<file path="src/tmr8_pkg.sv">
package tmr8_pkg;

    localparam int unsigned TMR8_ADDR_W = 3;
    localparam int unsigned TMR8_DATA_W = 8;
    localparam int unsigned TMR8_PSC_W  = 10;
    localparam int unsigned TMR8_CS_W   = 3;

    // Register map
    localparam logic [TMR8_ADDR_W-1:0] TMR8_ADDR_CTRL    = 3'h0;
    localparam logic [TMR8_ADDR_W-1:0] TMR8_ADDR_COUNT   = 3'h1;
    localparam logic [TMR8_ADDR_W-1:0] TMR8_ADDR_COMPARE = 3'h2;
    localparam logic [TMR8_ADDR_W-1:0] TMR8_ADDR_FLAGS   = 3'h3;
    localparam logic [TMR8_ADDR_W-1:0] TMR8_ADDR_DIR     = 3'h4;

    // Control register fields
    localparam int unsigned TMR8_CTRL_WGM_LSB   = 0;
    localparam int unsigned TMR8_CTRL_COM_LSB   = 2;
    localparam int unsigned TMR8_CTRL_CS_LSB    = 4;
    localparam int unsigned TMR8_CTRL_FORCE_BIT = 7;

    // Flag register and direction register fields
    localparam int unsigned TMR8_FLAG_OVF_BIT   = 0;
    localparam int unsigned TMR8_FLAG_MATCH_BIT = 1;
    localparam int unsigned TMR8_DIR_OUT_BIT    = 0;

    typedef enum logic [1:0] {
        TMR8_WGM_NORMAL = 2'b00,
        TMR8_WGM_PCPWM  = 2'b01,
        TMR8_WGM_CTC    = 2'b10,
        TMR8_WGM_FAST   = 2'b11
    } tmr8_wgm_t;

    typedef enum logic [1:0] {
        TMR8_COM_OFF    = 2'b00,
        TMR8_COM_TOGGLE = 2'b01,
        TMR8_COM_CLEAR  = 2'b10,
        TMR8_COM_SET    = 2'b11
    } tmr8_com_t;

    localparam logic [TMR8_DATA_W-1:0] TMR8_CNT_MAX    = 8'hff;
    localparam logic [TMR8_DATA_W-1:0] TMR8_CNT_BOTTOM = 8'h00;
    localparam logic [TMR8_DATA_W-1:0] TMR8_CNT_ONE    = 8'h01;
    localparam logic [TMR8_DATA_W-1:0] TMR8_ZERO_BYTE  = 8'h00;

    // Prescaler masks: divide-by (mask+1); select 0 stops the timer
    localparam logic [TMR8_CS_W-1:0]  TMR8_CS_STOP = 3'h0;
    localparam logic [TMR8_PSC_W-1:0] TMR8_PSC_ONE = 10'h001;
    localparam logic [TMR8_PSC_W-1:0] TMR8_PSC_MASK [8] = '{
        10'h000, 10'h000, 10'h007, 10'h01f, 10'h03f, 10'h07f, 10'h0ff, 10'h3ff
    };

endpackage

</file>
<file path="src/tmr8_prescaler.sv">
`timescale 1ns/1ps
module tmr8_prescaler
    import tmr8_pkg::*;
(
    input  wire logic                        i_mclk,
    input  wire logic                        i_rst_b,
    input  wire logic [tmr8_pkg::TMR8_CS_W-1:0] i_cs,
    output logic                             o_tick
);

    logic [TMR8_PSC_W-1:0] psc_ff;
    logic [TMR8_PSC_W-1:0] mask;

    always_ff @(posedge i_mclk or negedge i_rst_b)
    begin
        if (!i_rst_b)
        begin
            psc_ff <= '0;
        end
        else
        begin
            psc_ff <= psc_ff + TMR8_PSC_ONE;
        end
    end

    // Divide by 1, 8, 32, 64, 128, 256 or 1024
    assign mask   = TMR8_PSC_MASK[i_cs]; // RULE19
    assign o_tick = (i_cs != TMR8_CS_STOP) && ((psc_ff & mask) == mask); // RULE23

endmodule

</file>
<file path="src/tmr8_wave.sv">
//Behaviour
//RULE1 - Output mode zero leaves compare output untouched on every match.
//RULE2 - New output mode applies from the first match after the write.
//RULE3 - Force strobe applies the output action at once in non-PWM modes.
//RULE4 - Counting depends on waveform mode only; output mode picks action.
//RULE5 - Mode 0 always increments, never clears on match, wraps 0xff to 0x00.
//RULE6 - Normal mode sets overflow flag as counter becomes zero.
//RULE7 - Normal mode accepts a counter write at any time.
//RULE8 - Mode 2 clears counter when it equals the compare value.
//RULE9 - Clear-on-match compare is unbuffered; a missed match runs to 0xff.
//RULE10 - Clear-on-match with output mode 1 toggles output each match.
//RULE11 - Clear-on-match sets match flag each time top is reached.
//RULE12 - Clear-on-match sets overflow flag going from 0xff to 0x00.
//RULE13 - Pin is driven only when its direction bit selects output.
//RULE14 - Mode 3 counts up to 0xff, then clears to bottom next tick.
//RULE15 - Fast PWM: mode 2 clears on match, sets at bottom; mode 3 opposite.
//RULE16 - Fast PWM sets overflow flag each time counter reaches 0xff.
//RULE17 - Fast PWM compare at bottom spikes; compare at 0xff gives constant.
//RULE18 - Fast PWM output mode 1 toggles on match; buffering stays.
//RULE19 - PWM period is 256 ticks; tick from selectable prescaler.
//RULE20 - Compare buffered in PWM, loaded at bottom; direct otherwise.
//RULE21 - Counter write blocks any match in the next timer tick.
//RULE22 - Forced compare touches only output, no flag, no counter change.
//RULE23 - Timer tick is a one-cycle enable qualifying all updates.
//
// Our own choices: the register offsets and the plain strobed port.
`timescale 1ns/1ps
module tmr8_wave
    import tmr8_pkg::*;
(
    input  wire logic                              i_mclk,
    input  wire logic                              i_rst_b,
    input  wire logic [tmr8_pkg::TMR8_ADDR_W-1:0] i_addr,
    input  wire logic [tmr8_pkg::TMR8_DATA_W-1:0] i_wdata,
    input  wire logic                              i_wr,
    input  wire logic                              i_rd,
    output logic      [tmr8_pkg::TMR8_DATA_W-1:0] o_rdata,
    output logic                                   o_compare_output,
    output logic                                   o_pin_oe,
    output logic                                   o_overflow_flag,
    output logic                                   o_compare_match_flag
);

    import tmr8_pkg::*;

    ////////////////////////////////////////////////////////////////////////////////
    // Declarations

    tmr8_wgm_t                 wgm_ff;
    tmr8_com_t                 com_ff;
    logic [TMR8_CS_W-1:0]      cs_ff;
    logic [TMR8_DATA_W-1:0]    cnt_ff;
    logic [TMR8_DATA_W-1:0]    ocr_buf_ff;
    logic [TMR8_DATA_W-1:0]    ocr_ff;
    logic                      block_ff;
    logic                      oc_ff;
    logic                      nxt_oc;
    logic                      ovf_ff;
    logic                      mf_ff;
    logic                      ddr_ff;
    logic                      pin_oe_ff;
    logic [TMR8_DATA_W-1:0]    rdata_ff;
    logic [TMR8_DATA_W-1:0]    nxt_rdata;

    logic                      tick;
    logic                      wr_ctrl;
    logic                      wr_count;
    logic                      wr_compare;
    logic                      wr_flags;
    logic                      wr_dir;
    logic                      is_pwm;
    logic                      is_fast;
    logic                      at_max;
    logic                      match_hit;
    logic                      force_go;
    tmr8_com_t                 wr_com;

    ////////////////////////////////////////////////////////////////////////////////
    // Prescaled timer tick

    tmr8_prescaler u_prescaler
    (
        .i_mclk  (i_mclk),
        .i_rst_b (i_rst_b),
        .i_cs    (cs_ff),
        .o_tick  (tick)
    );

    ////////////////////////////////////////////////////////////////////////////////
    // Decode

    assign wr_ctrl    = i_wr && (i_addr == TMR8_ADDR_CTRL);
    assign wr_count   = i_wr && (i_addr == TMR8_ADDR_COUNT);
    assign wr_compare = i_wr && (i_addr == TMR8_ADDR_COMPARE);
    assign wr_flags   = i_wr && (i_addr == TMR8_ADDR_FLAGS);
    assign wr_dir     = i_wr && (i_addr == TMR8_ADDR_DIR);

    assign wr_com   = tmr8_com_t'(i_wdata[TMR8_CTRL_COM_LSB +: 2]);
    assign is_pwm   = wgm_ff[0];
    assign is_fast  = (wgm_ff == TMR8_WGM_FAST);
    assign at_max   = (cnt_ff == TMR8_CNT_MAX);
    assign match_hit = (cnt_ff == ocr_ff) && !block_ff; // RULE21
    // Strobe acts with the output mode and waveform mode written with it
    assign force_go = wr_ctrl && i_wdata[TMR8_CTRL_FORCE_BIT]
                      && !i_wdata[TMR8_CTRL_WGM_LSB]; // RULE3

    ////////////////////////////////////////////////////////////////////////////////
    // Control register

    always_ff @(posedge i_mclk or negedge i_rst_b)
    begin
        if (!i_rst_b)
        begin
            wgm_ff <= TMR8_WGM_NORMAL;
            com_ff <= TMR8_COM_OFF;
            cs_ff  <= TMR8_CS_STOP;
        end
        else if (wr_ctrl)
        begin
            wgm_ff <= tmr8_wgm_t'(i_wdata[TMR8_CTRL_WGM_LSB +: 2]);
            com_ff <= wr_com;
            cs_ff  <= i_wdata[TMR8_CTRL_CS_LSB +: TMR8_CS_W];
        end
    end

    ////////////////////////////////////////////////////////////////////////////////
    // Counter

    always_ff @(posedge i_mclk or negedge i_rst_b)
    begin
        if (!i_rst_b)
        begin
            cnt_ff <= TMR8_CNT_BOTTOM;
        end
        else if (wr_count)
        begin
            cnt_ff <= i_wdata; // RULE7
        end
        else if (tick) // RULE23
        begin
            if ((wgm_ff == TMR8_WGM_CTC) && match_hit)
            begin
                cnt_ff <= TMR8_CNT_BOTTOM; // RULE8
            end
            else
            begin
                // Wraps 0xff to 0x00 in every mode, giving 256-tick periods in modes 0, 1 and 3
                cnt_ff <= cnt_ff + TMR8_CNT_ONE; // RULE4 RULE5 RULE9 RULE14 RULE19
            end
        end
    end

    // Match block lasts until the next timer tick
    always_ff @(posedge i_mclk or negedge i_rst_b)
    begin
        if (!i_rst_b)
        begin
            block_ff <= 1'b0;
        end
        else if (wr_count)
        begin
            block_ff <= 1'b1; // RULE21
        end
        else if (tick)
        begin
            block_ff <= 1'b0;
        end
    end

    ////////////////////////////////////////////////////////////////////////////////
    // Compare value, buffered in PWM modes

    always_ff @(posedge i_mclk or negedge i_rst_b)
    begin
        if (!i_rst_b)
        begin
            ocr_buf_ff <= TMR8_ZERO_BYTE;
        end
        else if (wr_compare)
        begin
            ocr_buf_ff <= i_wdata;
        end
    end

    always_ff @(posedge i_mclk or negedge i_rst_b)
    begin
        if (!i_rst_b)
        begin
            ocr_ff <= TMR8_ZERO_BYTE;
        end
        else if (wr_compare && !is_pwm)
        begin
            ocr_ff <= i_wdata; // RULE9 RULE20
        end
        else if (is_pwm && tick && at_max)
        begin
            ocr_ff <= ocr_buf_ff; // RULE18 RULE20
        end
    end

    ////////////////////////////////////////////////////////////////////////////////
    // Waveform generator

    function automatic logic match_action(input logic oc, input tmr8_com_t com);
        logic res;
        res = oc;
        unique case (com)
            TMR8_COM_OFF:    res = oc; // RULE1
            TMR8_COM_TOGGLE: res = ~oc; // RULE10 RULE18
            TMR8_COM_CLEAR:  res = 1'b0;
            TMR8_COM_SET:    res = 1'b1;
        endcase
        return res;
    endfunction

    always_comb
    begin
        nxt_oc = oc_ff;
        if (tick && is_fast)
        begin
            if (match_hit)
            begin
                nxt_oc = match_action(oc_ff, com_ff); // RULE15 RULE18
            end
            // Bottom action follows the match, so compare 0xff gives a steady level
            if (at_max && (com_ff == TMR8_COM_CLEAR))
            begin
                nxt_oc = 1'b1; // RULE15 RULE17
            end
            else if (at_max && (com_ff == TMR8_COM_SET))
            begin
                nxt_oc = 1'b0; // RULE15 RULE17
            end
        end
        else if (tick && !is_pwm && match_hit)
        begin
            // Output mode sampled at the match itself
            nxt_oc = match_action(oc_ff, com_ff); // RULE2 RULE4
        end
        if (force_go)
        begin
            nxt_oc = match_action(oc_ff, wr_com); // RULE3 RULE22
        end
    end

    always_ff @(posedge i_mclk or negedge i_rst_b)
    begin
        if (!i_rst_b)
        begin
            oc_ff <= 1'b0;
        end
        else
        begin
            oc_ff <= nxt_oc;
        end
    end

    ////////////////////////////////////////////////////////////////////////////////
    // Flags: set wins over a write-one clear

    always_ff @(posedge i_mclk or negedge i_rst_b)
    begin
        if (!i_rst_b)
        begin
            ovf_ff <= 1'b0;
        end
        else if (tick && at_max && !wr_count)
        begin
            ovf_ff <= 1'b1; // RULE6 RULE12 RULE16
        end
        else if (wr_flags && i_wdata[TMR8_FLAG_OVF_BIT])
        begin
            ovf_ff <= 1'b0;
        end
    end

    always_ff @(posedge i_mclk or negedge i_rst_b)
    begin
        if (!i_rst_b)
        begin
            mf_ff <= 1'b0;
        end
        else if (tick && match_hit)
        begin
            mf_ff <= 1'b1; // RULE11
        end
        else if (wr_flags && i_wdata[TMR8_FLAG_MATCH_BIT])
        begin
            mf_ff <= 1'b0;
        end
    end

    ////////////////////////////////////////////////////////////////////////////////
    // Pin direction

    always_ff @(posedge i_mclk or negedge i_rst_b)
    begin
        if (!i_rst_b)
        begin
            ddr_ff <= 1'b0;
        end
        else if (wr_dir)
        begin
            ddr_ff <= i_wdata[TMR8_DIR_OUT_BIT];
        end
    end

    always_ff @(posedge i_mclk or negedge i_rst_b)
    begin
        if (!i_rst_b)
        begin
            pin_oe_ff <= 1'b0;
        end
        else
        begin
            pin_oe_ff <= ddr_ff && (com_ff != TMR8_COM_OFF); // RULE13
        end
    end

    ////////////////////////////////////////////////////////////////////////////////
    // Read port

    always_comb
    begin
        nxt_rdata = TMR8_ZERO_BYTE;
        if (i_rd)
        begin
            unique case (i_addr)
                TMR8_ADDR_CTRL:    nxt_rdata = {1'b0, cs_ff, com_ff, wgm_ff};
                TMR8_ADDR_COUNT:   nxt_rdata = cnt_ff;
                TMR8_ADDR_COMPARE: nxt_rdata = ocr_buf_ff;
                TMR8_ADDR_FLAGS:   nxt_rdata = {6'h00, mf_ff, ovf_ff};
                TMR8_ADDR_DIR:     nxt_rdata = {7'h00, ddr_ff};
                default:           nxt_rdata = TMR8_ZERO_BYTE;
            endcase
        end
    end

    always_ff @(posedge i_mclk or negedge i_rst_b)
    begin
        if (!i_rst_b)
        begin
            rdata_ff <= TMR8_ZERO_BYTE;
        end
        else
        begin
            rdata_ff <= nxt_rdata;
        end
    end

    assign o_rdata              = rdata_ff;
    assign o_compare_output     = oc_ff;
    assign o_pin_oe             = pin_oe_ff;
    assign o_overflow_flag      = ovf_ff;
    assign o_compare_match_flag = mf_ff;
endmodule

</file>
<file path="config.mk">
export PLATFORM = sky130hd
export DESIGN_NAME = tmr8_wave
export DESIGN_NICKNAME = d
export VERILOG_FILES = /design/src/tmr8_pkg.sv /design/src/tmr8_prescaler.sv /design/src/tmr8_wave.sv
export SDC_FILE = /design/constraint.sdc
export NUM_CORES = 1
export LEC_CHECK = 0
export ABC_AREA = 1
export BUFFER_PORTS_ARGS = -buffer_cell sky130_fd_sc_hd__buf_2
export CORE_ASPECT_RATIO = 1.75
export CORE_MARGIN = 2
export CORE_UTILIZATION = 55
export CTS_CLUSTER_SIZE = 10
export DETAILED_ROUTE_END_ITERATION = 6
export GPL_ROUTABILITY_DRIVEN = 0
export PLACE_DENSITY = 0.71
export SYNTH_ARGS = -nofsm -noshare
export SYNTH_HDL_FRONTEND = slang
export SYNTH_SLANG_ARGS = --single-unit
</file>
<file path="constraint.sdc">
create_clock -name i_mclk -period 2.7 [get_ports i_mclk]
set_clock_uncertainty 0.1 [all_clocks]
set_input_delay 0.27 -clock i_mclk [delete_from_list [all_inputs] [get_ports i_mclk]]
set_output_delay 0.27 -clock i_mclk [all_outputs]
set_load 0.05 [all_outputs]
</file>
==> flow_summary.ini <==
[outcome]
status = completed

[logic_synthesis]
synth_flop_cell = dfrtp_1
yosys.cell_count.top_type = nand2_1
yosysTopAreaCellShare = 0.4443
synth_edf_count = 0
synthTopCellsByCount = nand2_1, dfrtp_1, inv_1, nor2_1, nand3_1
synthTopCellsByArea = dfrtp_1, nand2_1, inv_1
syn_nets = 431
ys_seq_elements = 55
netlist_area_sq_um = 3098
synth_area_per_cell_sq_um = 7.483
ys_types = 36
synth_area_leader_cell = dfrtp_1
ys_warn_count = 0
ys_seq_area_frac = 0.4443
async_reset_ff_frac = 1.000
syn_inst = 414

[floorplan]
die_h_um = 103.3
die_width_um = 60.74
start_util = 0.5638
row_count = 36
pin_count = 27
design.core.area_sq_um = 5495
design.die.area_sq_um = 6273

[cts]
cts_buffers = 5
cts_resized = 0
ctsHoldBuffers = 1
insertion_delay_ns = 0.33
cts-root-buf = clkbuf_8
cts_tree = done
postCtsSetupBuffers = 0
clkTransAtPathRegs_ns = 0.10
clk_path_buf_depth = 2
clock_sinks = 55
h-tree-depth = 2

[finish]
diodes = 0
drive_above_1_share = 0.1473
nets = 464
area.growth.synth_to_final_pct = 10.62

[routing]
dr.pass1.iters = 5
drc = 0
dr_total_vias = 2809
detail-route-antenna-nets = 0
wirelength_um = 8298
viasPerCell = 5.361
drt_iter0_drc = 106
wire_per_inst_um = 15.84

[sta]
fin_tns_setup_ns = 0
slew_violations = 0
grt_setup_unrepaired = no
period_needed_ns = 1.955
fin_crit_sh = 0.7239
setup_viol = 0
worst_slack_ns = 0.7454
tightest_slew_ns = 0.5031
fmax_mhz = 511.6
slew_headroom = 0.6646
finalHoldViolations = 0

[power_and_ir_drop]
irDropWorstVdd_mv = 0.4495
powerDensity_nw_per_um2 = 744.2
p_leak_nw = 1.768

[grt]
grt_max_degree = 35
grt_pass1_vias = 2745
antenna_found_initial = 0
gr-usage-all-layers = 0.3024
grt-ovfl-total = 0
grt_pass1_wl_um = 13600

[worst_setup_path]
critPathMaxFanout = 5
start_kind = register
crit_chain = inv_2 -> nand2_1 -> nand2_1 -> inv_1 -> nand2_1 -> nor2_1 -> nand3_1 -> o21ai_2 -> nor2_1 -> nand2_1 -> nand3_1
critPathRequiredTime_ns = 2.81
cp_slowest_cell = dfrtp_1
path_class = reg -> reg
critPathArrivalTime_ns = 2.07
cp-end-kind = register
cpMostUsedCell = nand2_1
critPathMaxStageDelay_ns = 0.51

[placed_design]
pre_cts_slack_ns = 0.7829
portBuffers = 26
place_hpwl_um = 6589

[flow_run]
max_cap_violations = 0

[worst_hold_path]
holdCritPathClass = in -> reg
## layer usage
| metal | wire, um | track usage | share of wire |
|---|---|---|---|
| met1 | 2915 | 0.3229 | 0.35 |
| met2 | 4374 | 0.5128 | 0.53 |
| met3 | 365 | 0.05473 | 0.044 |
| met4 | 644 | 0.2241 | 0.078 |
| met5 | 0 | 0 | 0 |
## final cells by class
cell class / count / area (sq um)
clock inverters: 3 / 23.77
multi-input cells: 293 / 1471
repair buffers: 29 / 155.1
well taps: 76 / 95.09
clock buffers: 5 / 68.82
inverters: 63 / 236.5
fillers: 539 / 2068
flip-flops and latches: 55 / 1376
## report_power, final
| group | internal [mW] | switching (mW) |
|---|---|---|
| Clock | 0.186 | 0.290 |
| Sequential | 0.984 | 0.219 |
| Combinational | 0.298 | 0.574 |
## final timing paths
path / from / to / slack (ns) / cells past startpoint
worst max-delay path: cnt_ff[3] / cnt_ff[0] / 0.75 / 11
worst min-delay path: i_wdata[6] / cs_ff[2] / 0.11 / 3
worst max register to register: cnt_ff[3] / cnt_ff[0] / 0.75 / 11
worst min register to register: u_prescaler.psc_ff[0] / u_prescaler.psc_ff[0] / 0.39 / 1
max in group asynchronous: i_rst_b / cnt_ff[6] / 1.34 / 3
min in group asynchronous: i_rst_b / u_prescaler.psc_ff[9] / 0.33 / 2
## cell usage in the layout (no fill, tap or decap), types with 3 or more instances in the layout
cell	instances
nand2_1	128
dfrtp_1	55
inv_1	54
nor2_1	44
nand3_1	29
buf_2	26
o21ai_0	24
xor2_1	12
inv_2	9
nor3_1	6
o22ai_1	5
clkbuf_8	5
nor2_4	4
o211ai_1	4
nor2_2	3
nand2_2	3
o21ai_1	3
a21oi_2	3
## sequential cells by signal, summed over array words and instances, names as in the netlist
signal / cells
u_prescaler.psc_ff: 10
cnt_ff: 8
o_rdata: 8
ocr_buf_ff: 8
ocr_ff: 8
cs_ff: 3
com_ff: 2
wgm_ff: 2
block_ff: 1
ddr_ff: 1
o_compare_match_flag: 1
o_compare_output: 1
o_overflow_flag: 1
o_pin_oe: 1
## metrics by stage
stage               instance area [sq um]  total power [mW]  cells  hold WS (ns)    util
global route                         3427             2.733    524        0.1341  0.6236
floorplan                            3098             1.803    414       -0.1256       -
global placement                     3324             2.059    515        0.1613  0.6050
detailed placement                   3324             2.075    515        0.1673  0.6050
CTS                                  3427             2.556    524        0.1113  0.6236
finish                               3427             2.550    524        0.1136  0.6236
## worst max-delay path, delay by kind of cell, from the launching register on
kind,cells,cell delay [ns]
and+or+nand+nor,8,0.79
buffers and inverters,2,0.17
DFF,1,0.51
AOI/OAI and AO/OA,1,0.28
## logic make-up after synthesis
family / after synthesis / share of synthesized area
simple gates: 226 / 0.3239
buf+inv: 66 / 0.08077
flops: 55 / 0.4443
compound gates: 51 / 0.1034
xor+xnor: 14 / 0.03958
fa+ha+maj: 2 / 0.008076
No activity file was read; power rests on OpenSTA's default activity.
